[src/logic/bps_pkg.sv]
// Package of constants, states and timing for the battery protection sequencer
package bps_pkg;
	localparam int unsigned CLK_HZ       = 20_000_000;
	localparam int unsigned TICK_HZ      = 4_000;
	localparam int unsigned TICK_DIV     = CLK_HZ / TICK_HZ;
	localparam int          TW           = 16;
	// Delays in ticks of the slow clock
	localparam logic [TW-1:0] D_OV1      = 16'h0028;
	localparam logic [TW-1:0] D_OV2      = 16'h0008;
	localparam logic [TW-1:0] D_SHORT    = 16'h0001;
	localparam logic [TW-1:0] D_CHG_OV   = 16'h0020;
	localparam logic [TW-1:0] D_ODIS     = 16'h0200;
	localparam logic [TW-1:0] D_INHIBIT  = 16'h0040;
	localparam logic [TW-1:0] D_PSAVE    = 16'h0040;
	localparam logic [TW-1:0] TICK_ZERO  = 16'h0000;
	// Resistor connection codes
	localparam logic [1:0] RES_OFF       = 2'h0;
	localparam logic [1:0] RES_UP        = 2'h1;
	localparam logic [1:0] RES_DOWN      = 2'h2;

	typedef enum logic [5:0] {
		BPS_NORMAL  = 6'h01,
		BPS_DOC     = 6'h02,
		BPS_COC     = 6'h04,
		BPS_ODIS    = 6'h08,
		BPS_INHIBIT = 6'h10,
		BPS_PSAVE   = 6'h20
	} bps_state_t;
endpackage

[src/logic/bps_tick.sv]
// Slow tick generator dividing the system clock to about 4 kHz
`timescale 1ns/1ps
`default_nettype none
module bps_tick
	import bps_pkg::*;
#(
	parameter int unsigned DIV = TICK_DIV
) (
	// Clock and reset
	input  wire logic i_clk,
	input  wire logic i_rstn,
	// Tick
	output logic      o_tick
);
	typedef struct packed {
		logic [TW-1:0] cnt;
		logic          tick;
	} bps_tick_st_t;
	bps_tick_st_t s_q, s_d;
	localparam logic [TW-1:0] LAST = TW'(DIV - 1);

	always_comb begin
		s_d = s_q;
		s_d.tick = 1'b0;
		if (s_q.cnt == LAST) begin
			s_d.cnt = TICK_ZERO;
			s_d.tick = 1'b1;
		end else begin
			s_d.cnt = s_q.cnt + 1'b1;
		end
	end

	always_ff @(posedge i_clk) begin
		if (!i_rstn)
			s_q <= '0;
		else
			s_q <= s_d;
	end

	assign o_tick = s_q.tick;
endmodule
`default_nettype wire

[src/logic/bps_delay.sv]
// Restartable detection delay counter in slow ticks
`timescale 1ns/1ps
`default_nettype none
module bps_delay
	import bps_pkg::*;
(
	// Clock and reset
	input  wire logic          i_clk,
	input  wire logic          i_rstn,
	// Timing
	input  wire logic          i_tick,
	input  wire logic          i_cond,
	input  wire logic [TW-1:0] i_limit,
	// Expiry
	output logic               o_done
);
	typedef struct packed {
		logic [TW-1:0] cnt;
		logic          done;
	} bps_dly_st_t;
	bps_dly_st_t s_q, s_d;

	always_comb begin
		s_d = s_q;
		if (!i_cond) begin
			s_d.cnt = TICK_ZERO;
			s_d.done = 1'b0;
		end else if (i_tick && !s_q.done) begin
			s_d.cnt = s_q.cnt + 1'b1;
			if (s_d.cnt >= i_limit)
				s_d.done = 1'b1;
		end
	end

	always_ff @(posedge i_clk) begin
		if (!i_rstn)
			s_q <= '0;
		else
			s_q <= s_d;
	end

	assign o_done = s_q.done;
endmodule
`default_nettype wire

[src/logic/bps_seq.sv]
// Status sequencer driving charge and discharge FET gate controls
`timescale 1ns/1ps
`default_nettype none
module bps_seq
	import bps_pkg::*;
#(
	// Build options fixed per device
	parameter bit HAS_PSAVE    = 1'b0,
	parameter bit ACTIVE_HIGH  = 1'b1,
	parameter bit INH_PULLUP   = 1'b1,
	parameter bit ZERO_V_EN    = 1'b1,
	parameter int unsigned DIV = TICK_DIV
) (
	// Clock and reset
	input  wire logic i_clk,
	input  wire logic i_rstn,
	// Comparator results on the load-sense pin
	input  wire logic i_ls_short2,
	input  wire logic i_ls_release,
	input  wire logic i_ls_chg_release,
	input  wire logic i_ls_power_down,
	// Comparator results on the current-sense pin
	input  wire logic i_cs_ov1,
	input  wire logic i_cs_ov2,
	input  wire logic i_cs_short,
	input  wire logic i_cs_chg_ov,
	// Battery and charger comparators
	input  wire logic i_bat_below_odis,
	input  wire logic i_bat_above_inh,
	input  wire logic i_chg_zero_start,
	input  wire logic i_overcharge,
	// Control pin level comparators (inhibit or power-save)
	input  wire logic i_ctl_high,
	input  wire logic i_ctl_low,
	// FET gates, resistor switches and state
	output logic      o_chg_fet_on,
	output logic      o_dis_fet_on,
	output logic      o_chg_gate_force,
	output logic [1:0] o_ctl_res,
	output logic      o_ls_pullup2,
	output logic [5:0] o_state
);
	typedef struct packed {
		bps_state_t state;
		logic       chg_on;
		logic       dis_on;
		logic       gate_up;
		logic [1:0] res;
		logic       pull2;
	} bps_seq_st_t;
	bps_seq_st_t s_q, s_d;

	logic tick;
	logic ctl_act;
	logic ctl_rel;
	logic d_ov1_c, d_ov2_c, d_sh_c, d_s2_c;
	logic d_ov1, d_ov2, d_sh, d_s2, d_coc, d_odis, d_ctl;
	logic normal;
	logic zero_chg;
	logic [1:0] res_idle;
	logic [1:0] res_save;

	bps_tick #(.DIV(DIV)) u_tick (
		.i_clk  (i_clk),
		.i_rstn (i_rstn),
		.o_tick (tick)
	);

	assign normal   = (s_q.state == BPS_NORMAL);
	assign ctl_act  = ACTIVE_HIGH ? i_ctl_high : i_ctl_low;
	assign ctl_rel  = ACTIVE_HIGH ? i_ctl_low : i_ctl_high;
	// Higher levels only time once level one has been seen
	assign d_ov1_c  = normal && i_cs_ov1;
	assign d_ov2_c  = d_ov1_c && i_cs_ov2;
	assign d_sh_c   = d_ov1_c && i_cs_short;
	assign d_s2_c   = normal && i_ls_short2;
	assign zero_chg = ZERO_V_EN && i_bat_below_odis && i_chg_zero_start;

	bps_delay u_ov1 (.i_clk(i_clk), .i_rstn(i_rstn), .i_tick(tick),
		.i_cond(d_ov1_c), .i_limit(D_OV1), .o_done(d_ov1));
	bps_delay u_ov2 (.i_clk(i_clk), .i_rstn(i_rstn), .i_tick(tick),
		.i_cond(d_ov2_c), .i_limit(D_OV2), .o_done(d_ov2));
	bps_delay u_sh (.i_clk(i_clk), .i_rstn(i_rstn), .i_tick(tick),
		.i_cond(d_sh_c), .i_limit(D_SHORT), .o_done(d_sh));
	bps_delay u_s2 (.i_clk(i_clk), .i_rstn(i_rstn), .i_tick(tick),
		.i_cond(d_s2_c), .i_limit(D_SHORT), .o_done(d_s2));
	// Charge overcurrent masked below threshold and in overdischarge
	bps_delay u_coc (.i_clk(i_clk), .i_rstn(i_rstn), .i_tick(tick),
		.i_cond(normal && i_cs_chg_ov && !i_bat_below_odis),
		.i_limit(D_CHG_OV), .o_done(d_coc));
	bps_delay u_odis (.i_clk(i_clk), .i_rstn(i_rstn), .i_tick(tick),
		.i_cond(normal && i_bat_below_odis), .i_limit(D_ODIS), .o_done(d_odis));
	// Control pin timer ignored in overdischarge, and in overcharge only when HAS_PSAVE is set
	bps_delay u_ctl (.i_clk(i_clk), .i_rstn(i_rstn), .i_tick(tick),
		.i_cond(normal && ctl_act && !(HAS_PSAVE && i_overcharge)),
		.i_limit(HAS_PSAVE ? D_PSAVE : D_INHIBIT), .o_done(d_ctl));

	// Resistor connection when idle and when saving; active-high power-save builds idle pulled down
	always_comb begin
		if (HAS_PSAVE) begin
			res_idle = ACTIVE_HIGH ? RES_DOWN : RES_UP;
			res_save = ACTIVE_HIGH ? RES_UP : RES_DOWN;
		end else begin
			res_idle = INH_PULLUP ? RES_UP : RES_DOWN;
			res_save = res_idle;
		end
	end

	always_comb begin
		s_d = s_q;
		case (s_q.state)
			BPS_NORMAL: begin
				if (d_odis)
					s_d.state = BPS_ODIS;
				else if (d_ov1 || d_ov2 || d_sh || d_s2)
					s_d.state = BPS_DOC;
				else if (d_coc)
					s_d.state = BPS_COC;
				else if (d_ctl)
					s_d.state = HAS_PSAVE ? BPS_PSAVE : BPS_INHIBIT;
			end
			BPS_DOC: begin
				if (i_ls_release)
					s_d.state = BPS_NORMAL;
			end
			BPS_COC: begin
				if (i_ls_chg_release)
					s_d.state = BPS_NORMAL;
			end
			BPS_ODIS: begin
				if (!i_bat_below_odis)
					s_d.state = BPS_NORMAL;
			end
			BPS_INHIBIT: begin
				if (ctl_rel)
					s_d.state = BPS_NORMAL;
			end
			BPS_PSAVE: begin
				if (ctl_rel)
					s_d.state = BPS_NORMAL;
			end
			default: s_d.state = BPS_NORMAL;
		endcase

		// Outputs follow the next state so they settle with it
		s_d.dis_on = (s_d.state == BPS_NORMAL) || (s_d.state == BPS_COC);
		s_d.chg_on = (s_d.state == BPS_NORMAL) || (s_d.state == BPS_DOC)
			|| (s_d.state == BPS_ODIS);
		if (!ZERO_V_EN && !i_bat_above_inh)
			s_d.chg_on = 1'b0;
		s_d.gate_up = zero_chg;
		if (zero_chg)
			s_d.chg_on = 1'b1;
		s_d.pull2 = (s_d.state == BPS_PSAVE);
		s_d.res = (s_d.state == BPS_PSAVE) ? res_save : res_idle;
		if ((s_d.state == BPS_ODIS) && i_ls_power_down)
			s_d.res = RES_OFF;
	end

	always_ff @(posedge i_clk) begin
		if (!i_rstn) begin
			s_q.state  <= BPS_NORMAL;
			s_q.chg_on <= 1'b1;
			s_q.dis_on <= 1'b1;
			s_q.gate_up <= 1'b0;
			s_q.res    <= RES_OFF;
			s_q.pull2  <= 1'b0;
		end else begin
			s_q <= s_d;
		end
	end

	assign o_chg_fet_on     = s_q.chg_on;
	assign o_dis_fet_on     = s_q.dis_on;
	assign o_chg_gate_force = s_q.gate_up;
	assign o_ctl_res        = s_q.res;
	assign o_ls_pullup2     = s_q.pull2;
	assign o_state          = s_q.state;
endmodule
`default_nettype wire

[config.mk]
export PLATFORM = sky130hd
export DESIGN_NAME = bps_seq
export DESIGN_NICKNAME = d
export VERILOG_FILES = /design/src/logic/bps_pkg.sv /design/src/logic/bps_tick.sv /design/src/logic/bps_delay.sv /design/src/logic/bps_seq.sv
export SDC_FILE = /design/constraint.sdc
export NUM_CORES = 1
export LEC_CHECK = 0
export BUFFER_PORTS_ARGS = -buffer_cell sky130_fd_sc_hd__buf_2
export CORE_MARGIN = 2
export CORE_UTILIZATION = 40
export CTS_BUF_LIST = sky130_fd_sc_hd__clkbuf_8
export CTS_CLUSTER_DIAMETER = 100
export DETAILED_ROUTE_END_ITERATION = 10
export GPL_TIMING_DRIVEN = 1
export MAX_ROUTING_LAYER = met4
export PLACE_DENSITY = 0.66
export RECOVER_POWER = 25
export REMOVE_ABC_BUFFERS = 1
export SYNTH_ARGS = -nofsm -noshare
export SYNTH_HDL_FRONTEND = slang
export SYNTH_SLANG_ARGS = --single-unit
[constraint.sdc]
create_clock -name i_clk -period 1.86 [get_ports i_clk]
set_input_delay 0 -clock i_clk [delete_from_list [all_inputs] [get_ports i_clk]]
set_output_delay 0 -clock i_clk [all_outputs]
set_load 0.1 [all_outputs]
* Word level (Yosys, flattened, before mapping)
Index checks and enable logic that the tools add are counted.
** Operators by class
- Bitwise operators :: 1
- $add $sub $neg :: 8
- Equality and inequality tests :: 12
- Multiplexer cells :: 11
- Multiply operators :: 0
- Shift operators :: 0
- $lt $le $gt $ge :: 7
- Divide/modulo/power cells :: 0
- Reductions and logical operators :: 48
** Operator list (number)
- adder 16 x 1 -> 16 bit (second input constant) :: 8
- two-way mux 6 bit :: 8
- greater-or-equal comparator 16 x 1 -> 1 bit (second input constant) :: 2
- greater-or-equal comparator 16 x 6 -> 1 bit (second input constant) :: 2
- case mux 6 bit (5 select lines) :: 1
- AND reduction 2 bit :: 14
- logical AND 1 bit :: 17
- == test 16 x 13 -> 1 bit (second input constant) :: 1
- greater-or-equal comparator 16 x 10 -> 1 bit (second input constant) :: 1
- greater-or-equal comparator 16 x 4 -> 1 bit (second input constant) :: 1
- greater-or-equal comparator 16 x 7 -> 1 bit (second input constant) :: 1
- == test 6 x 1 -> 1 bit (second input constant) :: 2
- == test 6 x 2 -> 1 bit (second input constant) :: 2
- == test 6 x 3 -> 1 bit (second input constant) :: 2
- == test 6 x 4 -> 1 bit (second input constant) :: 2
- == test 6 bit (second input constant) :: 2
- logical NOT 1 bit :: 8
- == test 6 x 5 -> 1 bit (second input constant) :: 1
- logical OR 1 bit :: 6
- OR reduction 2 bit :: 3
- two-way mux 1 bit :: 2
- inverter 1 bit :: 1
** Storage, ports and cells
- Latch bits :: 0
- Memories :: 0
- RAM bits :: 0
- Memory bits (read-only) :: 0
- Logic and storage cells :: 109
- Input bits :: 16
- Output and inout port bits :: 12
- Register bits :: 148

* Logic depth before layout (Yosys ltp)
Gate-level depths: netlist (run 1).
- Word-level depth :: 9
- Mapped depth :: 8
- Depth with buffers taken out :: 7

* By module
A second synthesis (run 1) with hierarchy kept.
** Second synthesis, totals
- Cell total of the unflattened synthesis :: 1399
- Area total of the unflattened synthesis :: 10910.5 um^2
** By module, submodules not included
- bps_delay :: area an instance 1363.8 um^2, cells an instance 178, times used 7, seq. area each 340.3 um^2
- bps_tick :: area an instance 748.2 um^2, cells an instance 85, times used 1, seq. area each 340.3 um^2
- bps_seq :: area an instance 615.6 um^2, cells an instance 68, times used 1, seq. area each 220.2 um^2

* Worst setup path after synthesis (run 1)
No wires, ideal clock.
- Kind :: register to register
- From :: register s_q (netlist bit o_state[4])
- To :: register u_sh.s_q[10] (netlist bit)
- Data required time :: 1.732 ns
- Stages on the path, launching flop included :: 7
- Period minus slack after synthesis :: 2.317 ns
- Path slack :: -0.457 ns
- Arrival time :: 2.190 ns
- Path buffers :: 1
- Library setup time :: 0.128 ns
- Cells stage by stage :: dfxtp_1 nor4_2 and3b_1 and3_1 nand2_1 clkbuf_1 nor2_1
** On the way
- Longest elaborated chain between the ends :: 4
** RTL lines
- from (decl) :: line bps_seq.sv:51 : bps_seq_st_t s_q, s_d;
- == test 6 x 1 -> 1 bit :: line bps_seq.sv:69 : assign normal = (s_q.state == BPS_NORMAL);
- logical AND 1 bit :: line bps_seq.sv:73 : assign d_ov1_c = normal && i_cs_ov1;
- logical AND 1 bit :: line bps_seq.sv:75 : assign d_sh_c = d_ov1_c && i_cs_short;
- AND reduction 2 bit (no source line)
- to (signal assigned) :: line bps_delay.sv:37 : s_q <= '0;
- to (signal assigned) :: line bps_delay.sv:39 : s_q <= s_d;
- to (decl) :: line bps_delay.sv:21 : bps_dly_st_t s_q, s_d;
No other way between the ends.
A chain may end at the register's enable or synchronous reset.

* Worst setup path after layout (run 1)
- From :: register s_q (netlist bit o_state[1])
- To :: register s_q (netlist bit o_chg_fet_on)
** On the way
- Longest elaborated chain between the ends :: 8
- Elaborated cells on any way between the ends :: 21
- Classes of those cells :: eq/ne (9); mux (9); reduce/logical (3)
** RTL lines
- two-way mux 6 bit :: line bps_seq.sv:119 : else if (d_ctl)
- two-way mux 6 bit :: line bps_seq.sv:117 : else if (d_coc)
- two-way mux 6 bit :: line bps_seq.sv:115 : else if (d_ov1 || d_ov2 || d_sh || d_s2)
- two-way mux 6 bit :: line bps_seq.sv:113 : if (d_odis)
- case mux 6 bit (5 select lines) (*) :: line bps_seq.sv:111 : case (s_q.state)
- == test 6 x 1 -> 1 bit or == test 6 x 2 -> 1 bit (tied branches) :: line bps_seq.sv:147 : s_d.chg_on = (s_d.state == BPS_NORMAL) || (s_d.state == BPS_DOC)
- logical OR 1 bit :: line bps_seq.sv:147
- logical OR 1 bit (*) :: line bps_seq.sv:148 : || (s_d.state == BPS_ODIS);
Every way passes the cells marked *; elsewhere a longest branch is shown, timed or not.

==> impl_metrics.env, run 1 <==
export IMPL_final_common_cell="nor2_1"
export IMPL_cp_end_kind="flop"
export IMPL_synth_top_area_share=0.3917
export IMPL_rsz0062_at_grt="yes"
export IMPL_grt_pass1_vias=5893
export IMPL_maxSlewHeadroom=0.6156
export IMPL_path_clk_slew_ns=0.08
export IMPL_ys_seq_area_frac=0.3917
export IMPL_ys_flop_type="dfxtp_1"
export IMPL_cts_sinks=147
export IMPL_min_period_ns=1.870
export IMPL_start_kind="flop"
export IMPL_yosys_area_top_type="dfxtp_1"
export IMPL_ir_worst_vdd_v=0.0004639
export IMPL_r2r_start="o_state[1]"
export IMPL_synth_edf_count=0
export IMPL_setup_ws_ns=-0.01037
export IMPL_post_route_period_util=1.006
export IMPL_wire_per_inst_um=12.63
export IMPL_grt_pass1_wl_mm=27.16
export IMPL_worstHoldPathType="primary input to flop"
export IMPL_grt_max_degree=17
export IMPL_ioPinCount=28
export IMPL_dp_hpwl_mm=11.45
export IMPL_diodes=0
export IMPL_htreeDepth=4
export IMPL_setup_violations=1
export IMPL_path_buf_inv=1
export IMPL_final_cell_mix="155 x nor2_1, 138 x dfxtp_1, 86 x buf_4, 77 x nand2_1, 73 x xor2_1"
export IMPL_via_per_inst=5.097
export IMPL_via_count=6484
export IMPL_p_leak_nw=3.249
export IMPL_cts_buffer_depth=2
export IMPL_critical_path_cell_chain="nor4_4 > nand3b_1 > or3_4 > nand2b_4 > nor4b_2 > buf_4 > nand3_1"
export IMPL_die_h_um=141.0
export IMPL_synthTopCellsByArea="dfxtp_1 39%, xor2_1 8.5%, nor2_1 7.9%, xnor2_1 7.3%, nand2_1 3.9%"
export IMPL_drt_pass1_iter_count=4
export IMPL_first_iter_violations=306
export IMPL_drc_errors=0
export IMPL_violations="setup timing"
export IMPL_crit_type="flop to flop"
export IMPL_cts_tree="done"
export IMPL_crit_start="o_state[1]"
export IMPL_yosysWarnings=0
export IMPL_fin_skew_ns=0.01259
export IMPL_crit_family="simple AND/OR/NAND/NOR gates"
export IMPL_io_buffer_count=24
export IMPL_postSynthAreaPerCell_um2=8.183
export IMPL_whs_path_depth=4
export IMPL_antenna_found_initial=0
export IMPL_wirelength_mm=16.07
export IMPL_max_stage_delay_ns=0.39
export IMPL_ys_async_sr_fraction=0
export IMPL_synth_cell_types=60
export IMPL_synth_seq_cells=147
export IMPL_cts_root_buf="clkbuf_8"
export IMPL_syn_instance_count=918
export IMPL_fp_dieW_um=141.0
export IMPL_dpl_cell_count=1225
export IMPL_worst_pin_slew_ns=0.5790
export IMPL_cts_buffers=17
export IMPL_clkLatencyLatePin_ns=0.47
export IMPL_row_count=50
export IMPL_status="finished with violations"
export IMPL_maxCapViolations=0
export IMPL_worstPathArrival_ns=2.28
export IMPL_critical_path_required_ns=2.27
export IMPL_area_growth_pct=20.70
export IMPL_fin_cells=1272
export IMPL_grt_use_total=0.1707
export IMPL_cp_max_fo=4
export IMPL_worst_path_stages=7
export IMPL_drv_slew=0
export IMPL_syn_area_um2=7512
export IMPL_worstRegToRegCells=7
export IMPL_overflow=0
export IMPL_powerDensity_nw_per_um2=645.1
export IMPL_layout_drive_gt1_share=0.1753
export IMPL_num_fill_cells=1767
export IMPL_hold_violations=0
export IMPL_place_congestion=0.8830
export IMPL_start_util=0.4043
export IMPL_core_um2=18580
export IMPL_max_freq_mhz=534.7
export IMPL_postRouteAntennaNets=0
export IMPL_finalNetCount=1055
export IMPL_cp_slowest_cell="or3_4"
export IMPL_final_util=0.4880
export IMPL_hp_start="i_cs_ov1"
export IMPL_die_area_um2=19890
[cell families after synthesis]
kind of cell,share of synthesized area
xor+xnor,0.1586
other cells,0.0004992
compound gates,0.08312
fa+ha+maj,0.02332
simple gates,0.3018
mux,0.01116
flops,0.3917
buf+inv,0.02981
[per-stage QoR]
stage               power [mW]  instance area, um2  hold WS, ns  worst slack (ns)  setup TNS, ns
global placement         3.366                8423       0.1774           0.04480              0
detailed placement       3.367                8423       0.1828          -0.02945       -0.05887
CTS                      5.938                8965      0.02016          0.003293              0
floorplan                3.297                7367      0.09191           -0.4439         -28.27
finish                   5.850                9067      0.04471          -0.01037       -0.01037
global route             6.073                9067      0.03737           -0.1407        -0.7008
[layout make-up]
cell class	count	area, um2	share of cell area
Multi-Input combinational cell	715	4436	0.4892
Timing Repair Buffer	123	904.6	0.09977
Inverter	21	78.83	0.008693
Tap cell	234	292.8	0.03229
Sequential cell	147	2954	0.3258
Clock inverter	14	153.9	0.01697
Clock buffer	18	247.7	0.02732
[tightest hold or removal path, cell delays in order]
cell and delay (ns):
buf_2 0.13, nand2_1 0.06, buf_4 0.21, nor2_1 0.07
[synthesized netlist by cell type (9+ instances only)]
master / count
nor4_1: 9
dfxtp_1: 147
a31oi_1: 15
nand4_1: 34
nor2b_1: 9
xnor2_1: 63
and2_1: 10
nand3_1: 55
xor2_1: 73
clkbuf_1: 25
inv_1: 21
nor3_1: 30
o21ai_0: 22
nor2_1: 158
a21oi_1: 27
or3_1: 17
nand2_1: 78
and3_1: 19
ha_1: 14
[flip-flops by register name, indices dropped and copies added, names as in the netlist, 6 cells and up]
signal,count
u_ctl.s_q,16
u_ov1.s_q,16
u_coc.s_q,16
o_state,6
u_odis.s_q,16
u_s2.s_q,16
u_sh.s_q,16
u_ov2.s_q,16
u_tick.s_q,16
[layer usage]
metal  part of all wire  vias up  global-route usage
met1               0.50     2980              0.2194
met3              0.047       22             0.04993
li1                   -     3380                   -
met2               0.44      102              0.2583
met4              0.015        0             0.05684
met5                  0        -                   -
[where the power goes]
| group | switching [mW] | leakage, nW | internal (mW) | total (mW) |
|---|---|---|---|---|
| Sequential | 0.00448 | 1.19 | 3.15 | 3.16 |
| Combinational | 0.101 | 1.86 | 0.0565 | 0.157 |
| Clock | 1.30 | 0.201 | 1.24 | 2.54 |
| Total | 1.40 | 3.25 | 4.45 | 5.85 |
[path summary, 6_finish.rpt]
check	to	slack [ns]
hold reg to reg	u_tick.s_q[1]	0.46
setup reg to reg	o_chg_fet_on	-0.01
hold / removal	u_ov1.s_q[1]	0.04
setup / recovery	o_chg_fet_on	-0.01
[repair_timing]
action	CTS	global route
hold buffers	12	0
pin swaps	3	4
endpoints found under the setup margin	3	99
buffers inserted	1	2
resized for setup	2	30
endpoints found under the hold margin	72	0
(Power assumes the default switching activity.)
==> run 2, diff against run 1 <==
--- a/config.mk
+++ b/config.mk
@@ -6,6 +6,8 @@
 export NUM_CORES = 1
 export LEC_CHECK = 0
 export BUFFER_PORTS_ARGS = -buffer_cell sky130_fd_sc_hd__buf_2
+export CELL_PAD_IN_SITES_DETAIL_PLACEMENT = 0
+export CELL_PAD_IN_SITES_GLOBAL_PLACEMENT = 1
 export CORE_MARGIN = 2
 export CORE_UTILIZATION = 40
 export CTS_BUF_LIST = sky130_fd_sc_hd__clkbuf_8
@@ -13,7 +15,7 @@
 export DETAILED_ROUTE_END_ITERATION = 10
 export GPL_TIMING_DRIVEN = 1
 export MAX_ROUTING_LAYER = met4
-export PLACE_DENSITY = 0.66
+export PLACE_DENSITY = 0.8
 export RECOVER_POWER = 25
 export REMOVE_ABC_BUFFERS = 1
 export SYNTH_ARGS = -nofsm -noshare
==> run 2 against run 1 <==
- the run now ends clean
- flip-flop and latch count did not move
- register-to-register slack better by 0.06 ns
- maximum frequency rose by 3.1%
- first-iteration DRC count decreased by 5.9%
- sequential power barely moved
==> impl_metrics.env, run 2 (synthesis results as in run 1) <==
export IMPL_status="finished clean"
export IMPL_clockPowerShare=0.455
export IMPL_met2_usage=0.2696
export IMPL_final_common_cell="nor2_1"
export IMPL_overflow=0
export IMPL_via_count=6530
export IMPL_critical_path_required_ns=2.20
export IMPL_diodes=0
export IMPL_min_period_ns=1.815
export IMPL_hold_violations=0
export IMPL_worstHoldPathType="primary input to flop"
export IMPL_p_int_mw=4.732
export IMPL_use_met3=0.04178
export IMPL_area_growth_pct=24.35
export IMPL_via_per_inst=5.042
export IMPL_fin_hold_ws_ns=0.03992
export IMPL_cts_sinks=147
export IMPL_grt_pass1_vias=6195
export IMPL_cp_end_kind="flop"
export IMPL_post_route_period_util=0.9757
export IMPL_place_congestion=0.8414
export IMPL_power_share_sequential=0.519
export IMPL_dp_hpwl_mm=11.53
export IMPL_die_area_um2=19890
export IMPL_wirelength_mm=16.16
export IMPL_grt_busiest_layer="met2"
export IMPL_grt_use_total=0.1746
export IMPL_die_h_um=141.0
export IMPL_start_kind="flop"
export IMPL_first_iter_violations=288
export IMPL_setup_violations=0
export IMPL_rsz0062_at_grt="yes"
export IMPL_final_cell_mix="153 x nor2_1, 136 x dfxtp_1, 104 x buf_4, 77 x nand2_1, 73 x xor2_1"
export IMPL_max_freq_mhz=551.0
export IMPL_drc_errors=0
export IMPL_grt_max_degree=17
export IMPL_layout_drive_gt1_share=0.2055
export IMPL_num_fill_cells=1763
export IMPL_fp_dieW_um=141.0
export IMPL_drv_slew=0
export IMPL_cts_buffer_depth=2
export IMPL_crit_type="flop to flop"
export IMPL_multi_input_area_um2=4503
export IMPL_row_count=50
export IMPL_drt_pass1_iter_count=4
export IMPL_fin_skew_ns=0.01196
export IMPL_cp_max_fo=3
export IMPL_power_switching_mw=1.342
export IMPL_clkLatencyLatePin_ns=0.45
export IMPL_sw_frac_of_total=0.2209
export IMPL_maxSlewHeadroom=0.6106
export IMPL_dpl_cell_count=1245
export IMPL_start_util=0.4043
export IMPL_p_leak_nw=3.390
export IMPL_worstPathArrival_ns=2.16
export IMPL_setup_ws_ns=0.04523
export IMPL_grt_pass1_wl_mm=28.20
export IMPL_finalNetCount=1078
export IMPL_ir_worst_vdd_v=0.0004287
export IMPL_worst_pin_slew_ns=0.5866
export IMPL_cts_buffers=17
export IMPL_combPwrFrac=0.026
export IMPL_io_buffer_count=24
export IMPL_dpl_worst_slack_ns=-0.001428
export IMPL_postRouteAntennaNets=0
export IMPL_core_um2=18580
export IMPL_p_total_mw=6.074
export IMPL_fin_cells=1295
export IMPL_cts_tree="done"
export IMPL_antenna_found_initial=0
export IMPL_use_met1=0.2319
export IMPL_cts_root_buf="clkbuf_8"
export IMPL_maxCapViolations=0
export IMPL_wire_per_inst_um=12.48
export IMPL_htreeDepth=4
export IMPL_seq_area_um2=2959
export IMPL_ioPinCount=28
export IMPL_path_clk_slew_ns=0.08
export IMPL_powerDensity_nw_per_um2=650.2
run 2: cell count changes in the layout (fill, tap and decap cells not counted), moves of 3 or more:
cell        change
buf_4          +18
clkinv_4        -3
nor4_2          +3
clkbuf_2        +3
clkinvlp_4      +3
nor4_1          -3
run 2: stage by stage:
step                utilization   TNS [ns]  cell area (um2)
floorplan                     -     -28.27             7367
global placement         0.4607          0             8561
detailed placement       0.4607  -0.001428             8561
CTS                      0.4916          0             9134
global route             0.5028   -0.07744             9341
finish                   0.5028          0             9341
run 2: worst paths after layout:
check / start / end / slack [ns] / depth (start not counted)
worst max register to register: u_sh.o_done / o_state[5] / 0.05 / 4
worst max-delay path: u_sh.o_done / o_state[5] / 0.05 / 4
worst min register to register: u_tick.s_q[1] / u_tick.s_q[1] / 0.47 / 1
worst min-delay path: i_cs_ov1 / u_ov1.s_q[4] / 0.04 / 4
run 2: layer usage:
metal | routed length [um] | vias to the layer above
li1 | - | 3428
met1 | 8179 | 3036
met2 | 7427 | 52
met3 | 415 | 14
met4 | 142 | 0
met5 | 0 | -
run 2: cell type report:
cell class | instances | share of cell area
clock buffer | 19 | 0.02799
clock inverter | 13 | 0.01956
inverter | 21 | 0.008438
multi-input combinational | 715 | 0.4821
sequential | 147 | 0.3168
tap | 234 | 0.03134
timing repair buffer | 146 | 0.1138
run 2: timing repair:
item	4_1_cts	5_1_grt
resized for setup	1	53
cloned	0	2
buffers inserted	0	5
pin swaps	0	11
setup endpoints to repair	2	59
endpoints found under the hold margin	38	0
hold buffers	12	0
run 2: power groups by stage:
stage,Sequential [mW],Clock (mW),Combinational (mW)
after floorplan,3.24,0,0.0527
after global placement,3.23,0,0.135
after detailed placement,3.23,0,0.135
after CTS,3.16,2.84,0.156
after global routing,3.16,2.98,0.171
final,3.15,2.76,0.158
run 2: worst max-delay path, stage by stage (launching register included):
cell and delay, ns:
dfxtp_2 0.34, or4_4 0.51, or3_4 0.38, nand2b_4 0.18, a2111oi_4 0.30
==> run 3, diff against run 2 <==
--- a/config.mk
+++ b/config.mk
@@ -5,6 +5,7 @@
 export SDC_FILE = /design/constraint.sdc
 export NUM_CORES = 1
 export LEC_CHECK = 0
+export ABC_AREA = 1
 export BUFFER_PORTS_ARGS = -buffer_cell sky130_fd_sc_hd__buf_2
 export CELL_PAD_IN_SITES_DETAIL_PLACEMENT = 0
 export CELL_PAD_IN_SITES_GLOBAL_PLACEMENT = 1
@@ -15,7 +16,7 @@
 export DETAILED_ROUTE_END_ITERATION = 10
 export GPL_TIMING_DRIVEN = 1
 export MAX_ROUTING_LAYER = met4
-export PLACE_DENSITY = 0.8
+export PLACE_DENSITY = 0.83
 export RECOVER_POWER = 25
 export REMOVE_ABC_BUFFERS = 1
 export SYNTH_ARGS = -nofsm -noshare
==> run 3 against run 2 <==
- maximum frequency increased by 4.9%
- combinational power increased by 8%
- global-route usage increased by 0.55 points
- clock power decreased by 2%
- critical path type unchanged
==> impl_metrics.env, run 3 <==
export IMPL_setup_violations=0
export IMPL_drc_errors=0
export IMPL_wirelength_mm=18.61
export IMPL_via_per_inst=4.826
export IMPL_die_area_um2=21910
export IMPL_cts_buffer_depth=2
export IMPL_num_fill_cells=2137
export IMPL_whs_path_depth=3
export IMPL_synth_simple_area_share=0.3550
export IMPL_synth_compound_area_frac=0.1300
export IMPL_r2r_start="u_tick.s_q[1]"
export IMPL_yosys_area_top_type="dfxtp_1"
export IMPL_antenna_found_initial=0
export IMPL_seq_area_um2=2957
export IMPL_syn_area_um2=8297
export IMPL_maxCapViolations=0
export IMPL_cts_tree="done"
export IMPL_row_count=52
export IMPL_grt_max_degree=23
export IMPL_p_leak_nw=3.961
export IMPL_max_stage_delay_ns=0.35
export IMPL_synth_cell_types=44
export IMPL_crit_type="flop to flop"
export IMPL_worstPathArrival_ns=2.11
export IMPL_clkLatencyLatePin_ns=0.46
export IMPL_cp_slowest_cell="dfxtp_2"
export IMPL_synth_most_common_cell="nand2_1"
export IMPL_final_cell_mix="311 x nand2_1, 185 x inv_1, 153 x nor2_1, 136 x dfxtp_1, 79 x a21oi_1"
export IMPL_reg2reg_slack_ns=0.13
export IMPL_synth_edf_count=0
export IMPL_synth_top_family_by_area="simple AND/OR/NAND/NOR gates"
export IMPL_synth_common_cells="313 x nand2_1, 184 x inv_1, 165 x nor2_1"
export IMPL_first_iter_violations=383
export IMPL_finalNetCount=1373
export IMPL_reg2reg_to="u_tick.s_q[15]"
export IMPL_synthTopCellsByArea="dfxtp_1 35%, nand2_1 14%, inv_1 8.3%, nor2_1 7.5%, a21oi_1 4.8%"
export IMPL_cts_sinks=147
export IMPL_drv_slew=0
export IMPL_powerDensity_nw_per_um2=627.8
export IMPL_critical_path_required_ns=2.24
export IMPL_dp_hpwl_mm=13.63
export IMPL_fin_skew_ns=0.01231
export IMPL_grt_pass1_wl_mm=31.97
export IMPL_min_period_ns=1.729
export IMPL_worstHoldPathType="primary input to flop"
export IMPL_postRouteAntennaNets=0
export IMPL_hold_path_endpoint="o_state[0]"
export IMPL_ioPinCount=28
export IMPL_grt_pass1_vias=7153
export IMPL_ir_worst_vdd_v=0.0004003
export IMPL_cp_max_fo=3
export IMPL_ys_seq_area_frac=0.3547
export IMPL_yosysWarnings=0
export IMPL_synth_top_area_share=0.3547
export IMPL_place_congestion=0.8347
export IMPL_io_buffer_count=24
export IMPL_synthMuxAreaShare=0
export IMPL_synth_seq_cells=147
export IMPL_area_growth_pct=15.80
export IMPL_post_route_period_util=0.9297
export IMPL_cts_root_buf="clkbuf_8"
export IMPL_fp_dieW_um=148.0
export IMPL_layout_drive_gt1_share=0.1209
export IMPL_syn_instance_count=1269
export IMPL_cp_end_kind="flop"
export IMPL_drt_pass1_iter_count=5
export IMPL_core_um2=20300
export IMPL_critical_path_cell_chain="ha_1 > nand2_1 > inv_1 > nand3_1 > nor2_2 > nand2_1 > nor2_2 > nand2_2 > nor3_4 > a21oi_1 > nor3_1"
export IMPL_wire_per_inst_um=11.45
export IMPL_synth_xor_area_frac=0.03800
export IMPL_start_util=0.4087
export IMPL_maxSlewHeadroom=0.6352
export IMPL_worstRegToRegCells=11
export IMPL_fin_cells=1626
export IMPL_dpl_cell_count=1575
export IMPL_diodes=0
export IMPL_synthAdderAreaFrac=0.02111
export IMPL_path_clk_slew_ns=0.09
export IMPL_status="finished clean"
export IMPL_grt_use_total=0.1801
export IMPL_overflow=0
export IMPL_htreeDepth=4
export IMPL_crit_start="u_tick.s_q[1]"
export IMPL_placed_area_um2=8900
export IMPL_die_h_um=148.0
export IMPL_ys_async_sr_fraction=0
export IMPL_final_util=0.4733
export IMPL_via_count=7847
export IMPL_start_kind="flop"
export IMPL_worst_pin_slew_ns=0.5496
export IMPL_hold_violations=0
export IMPL_multi_input_area_um2=4614
export IMPL_fin_area_um2=9608
export IMPL_hp_start="i_rstn"
export IMPL_ys_flop_type="dfxtp_1"
export IMPL_cts_buffers=17
export IMPL_max_freq_mhz=578.3
export IMPL_p_total_mw=6.031
export IMPL_postSynthAreaPerCell_um2=6.538
export IMPL_final_common_cell="nand2_1"
-- run 3: cell types whose count changed after synthesis, moves of 13 or more --
cell      previous run  this run
xnor2_1             63         8
inv_1               21       184
o211ai_1             1        14
and3_1              19         0
nand2_1             78       313
xor2_1              73        28
a21oi_1             27        79
o21ai_0             22        55
or3_1               17         0
nand3_1             55        79
clkbuf_1            25         9
-- run 3: what timing repair did --
action | 4_1_cts | 5_1_grt
hold buffers | 14 | 0
endpoints found under the hold margin | 65 | 0
gates resized for setup | 0 | 37
setup endpoints to repair | 0 | 25
setup buffers | 0 | 5
-- run 3: per-layer routing --
layer	routed length [um]	track usage
met3	492	0.03333
met2	8536	0.2963
met1	9404	0.2300
met5	0	-
met4	178	0.04286
-- run 3: worst max path at each step --
stage | cells after the start | end | slack [ns]
after global placement | 11 | u_ctl.o_done | 0.09
after CTS | 11 | u_ctl.o_done | 0.07
final | 11 | u_tick.s_q[15] | 0.13
after detailed placement | 11 | u_ctl.o_done | 0.10
after global routing | 11 | u_tick.s_q[15] | -0.06
after floorplan | 6 | u_coc.s_q[10] | -0.30
-- run 3: area by class of cell --
cell class,instances,share of cell area
multi-input cells,909,0.4803
repair buffers,78,0.05834
inverters,190,0.07475
clock buffers,17,0.02435
clock inverters,15,0.01940
flip-flops and latches,147,0.3077
well taps,270,0.03516
-- run 3: power breakdown --
group	switching [mW]	internal, mW
Clock	1.44	1.27
Sequential	0.00387	3.15
Combinational	0.109	0.0605
Total	1.55	4.48
-- run 3: cells by family (layout without fill, tap and decap cells) --
family,count (synthesis),after routing
buf+inv,213,300
flops,147,147
xor+xnor,36,36
compound gates,191,191
fa+ha+maj,14,14
other cells,1,1
simple gates,667,667
-- run 3: metrics by stage --
stage                     setup slack, ns  TNS (ns)  hold WS, ns
after CTS                         0.07230         0       0.2669
after global routing             -0.06007  -0.06339       0.2994
after global placement            0.08797         0       0.2291
after detailed placement           0.1002         0       0.2269
after floorplan                   -0.3049    -14.18      0.06872
final                              0.1308         0       0.2838
-- run 3: worst max-delay path, delay by kind of cell (launching register included) --
family	cells	cell delay, ns
and+or+nand+nor	8	0.96
adders and majority gates	1	0.16
DFF	1	0.35
AOI/OAI and AO/OA	1	0.09
buffers and inverters	1	0.09
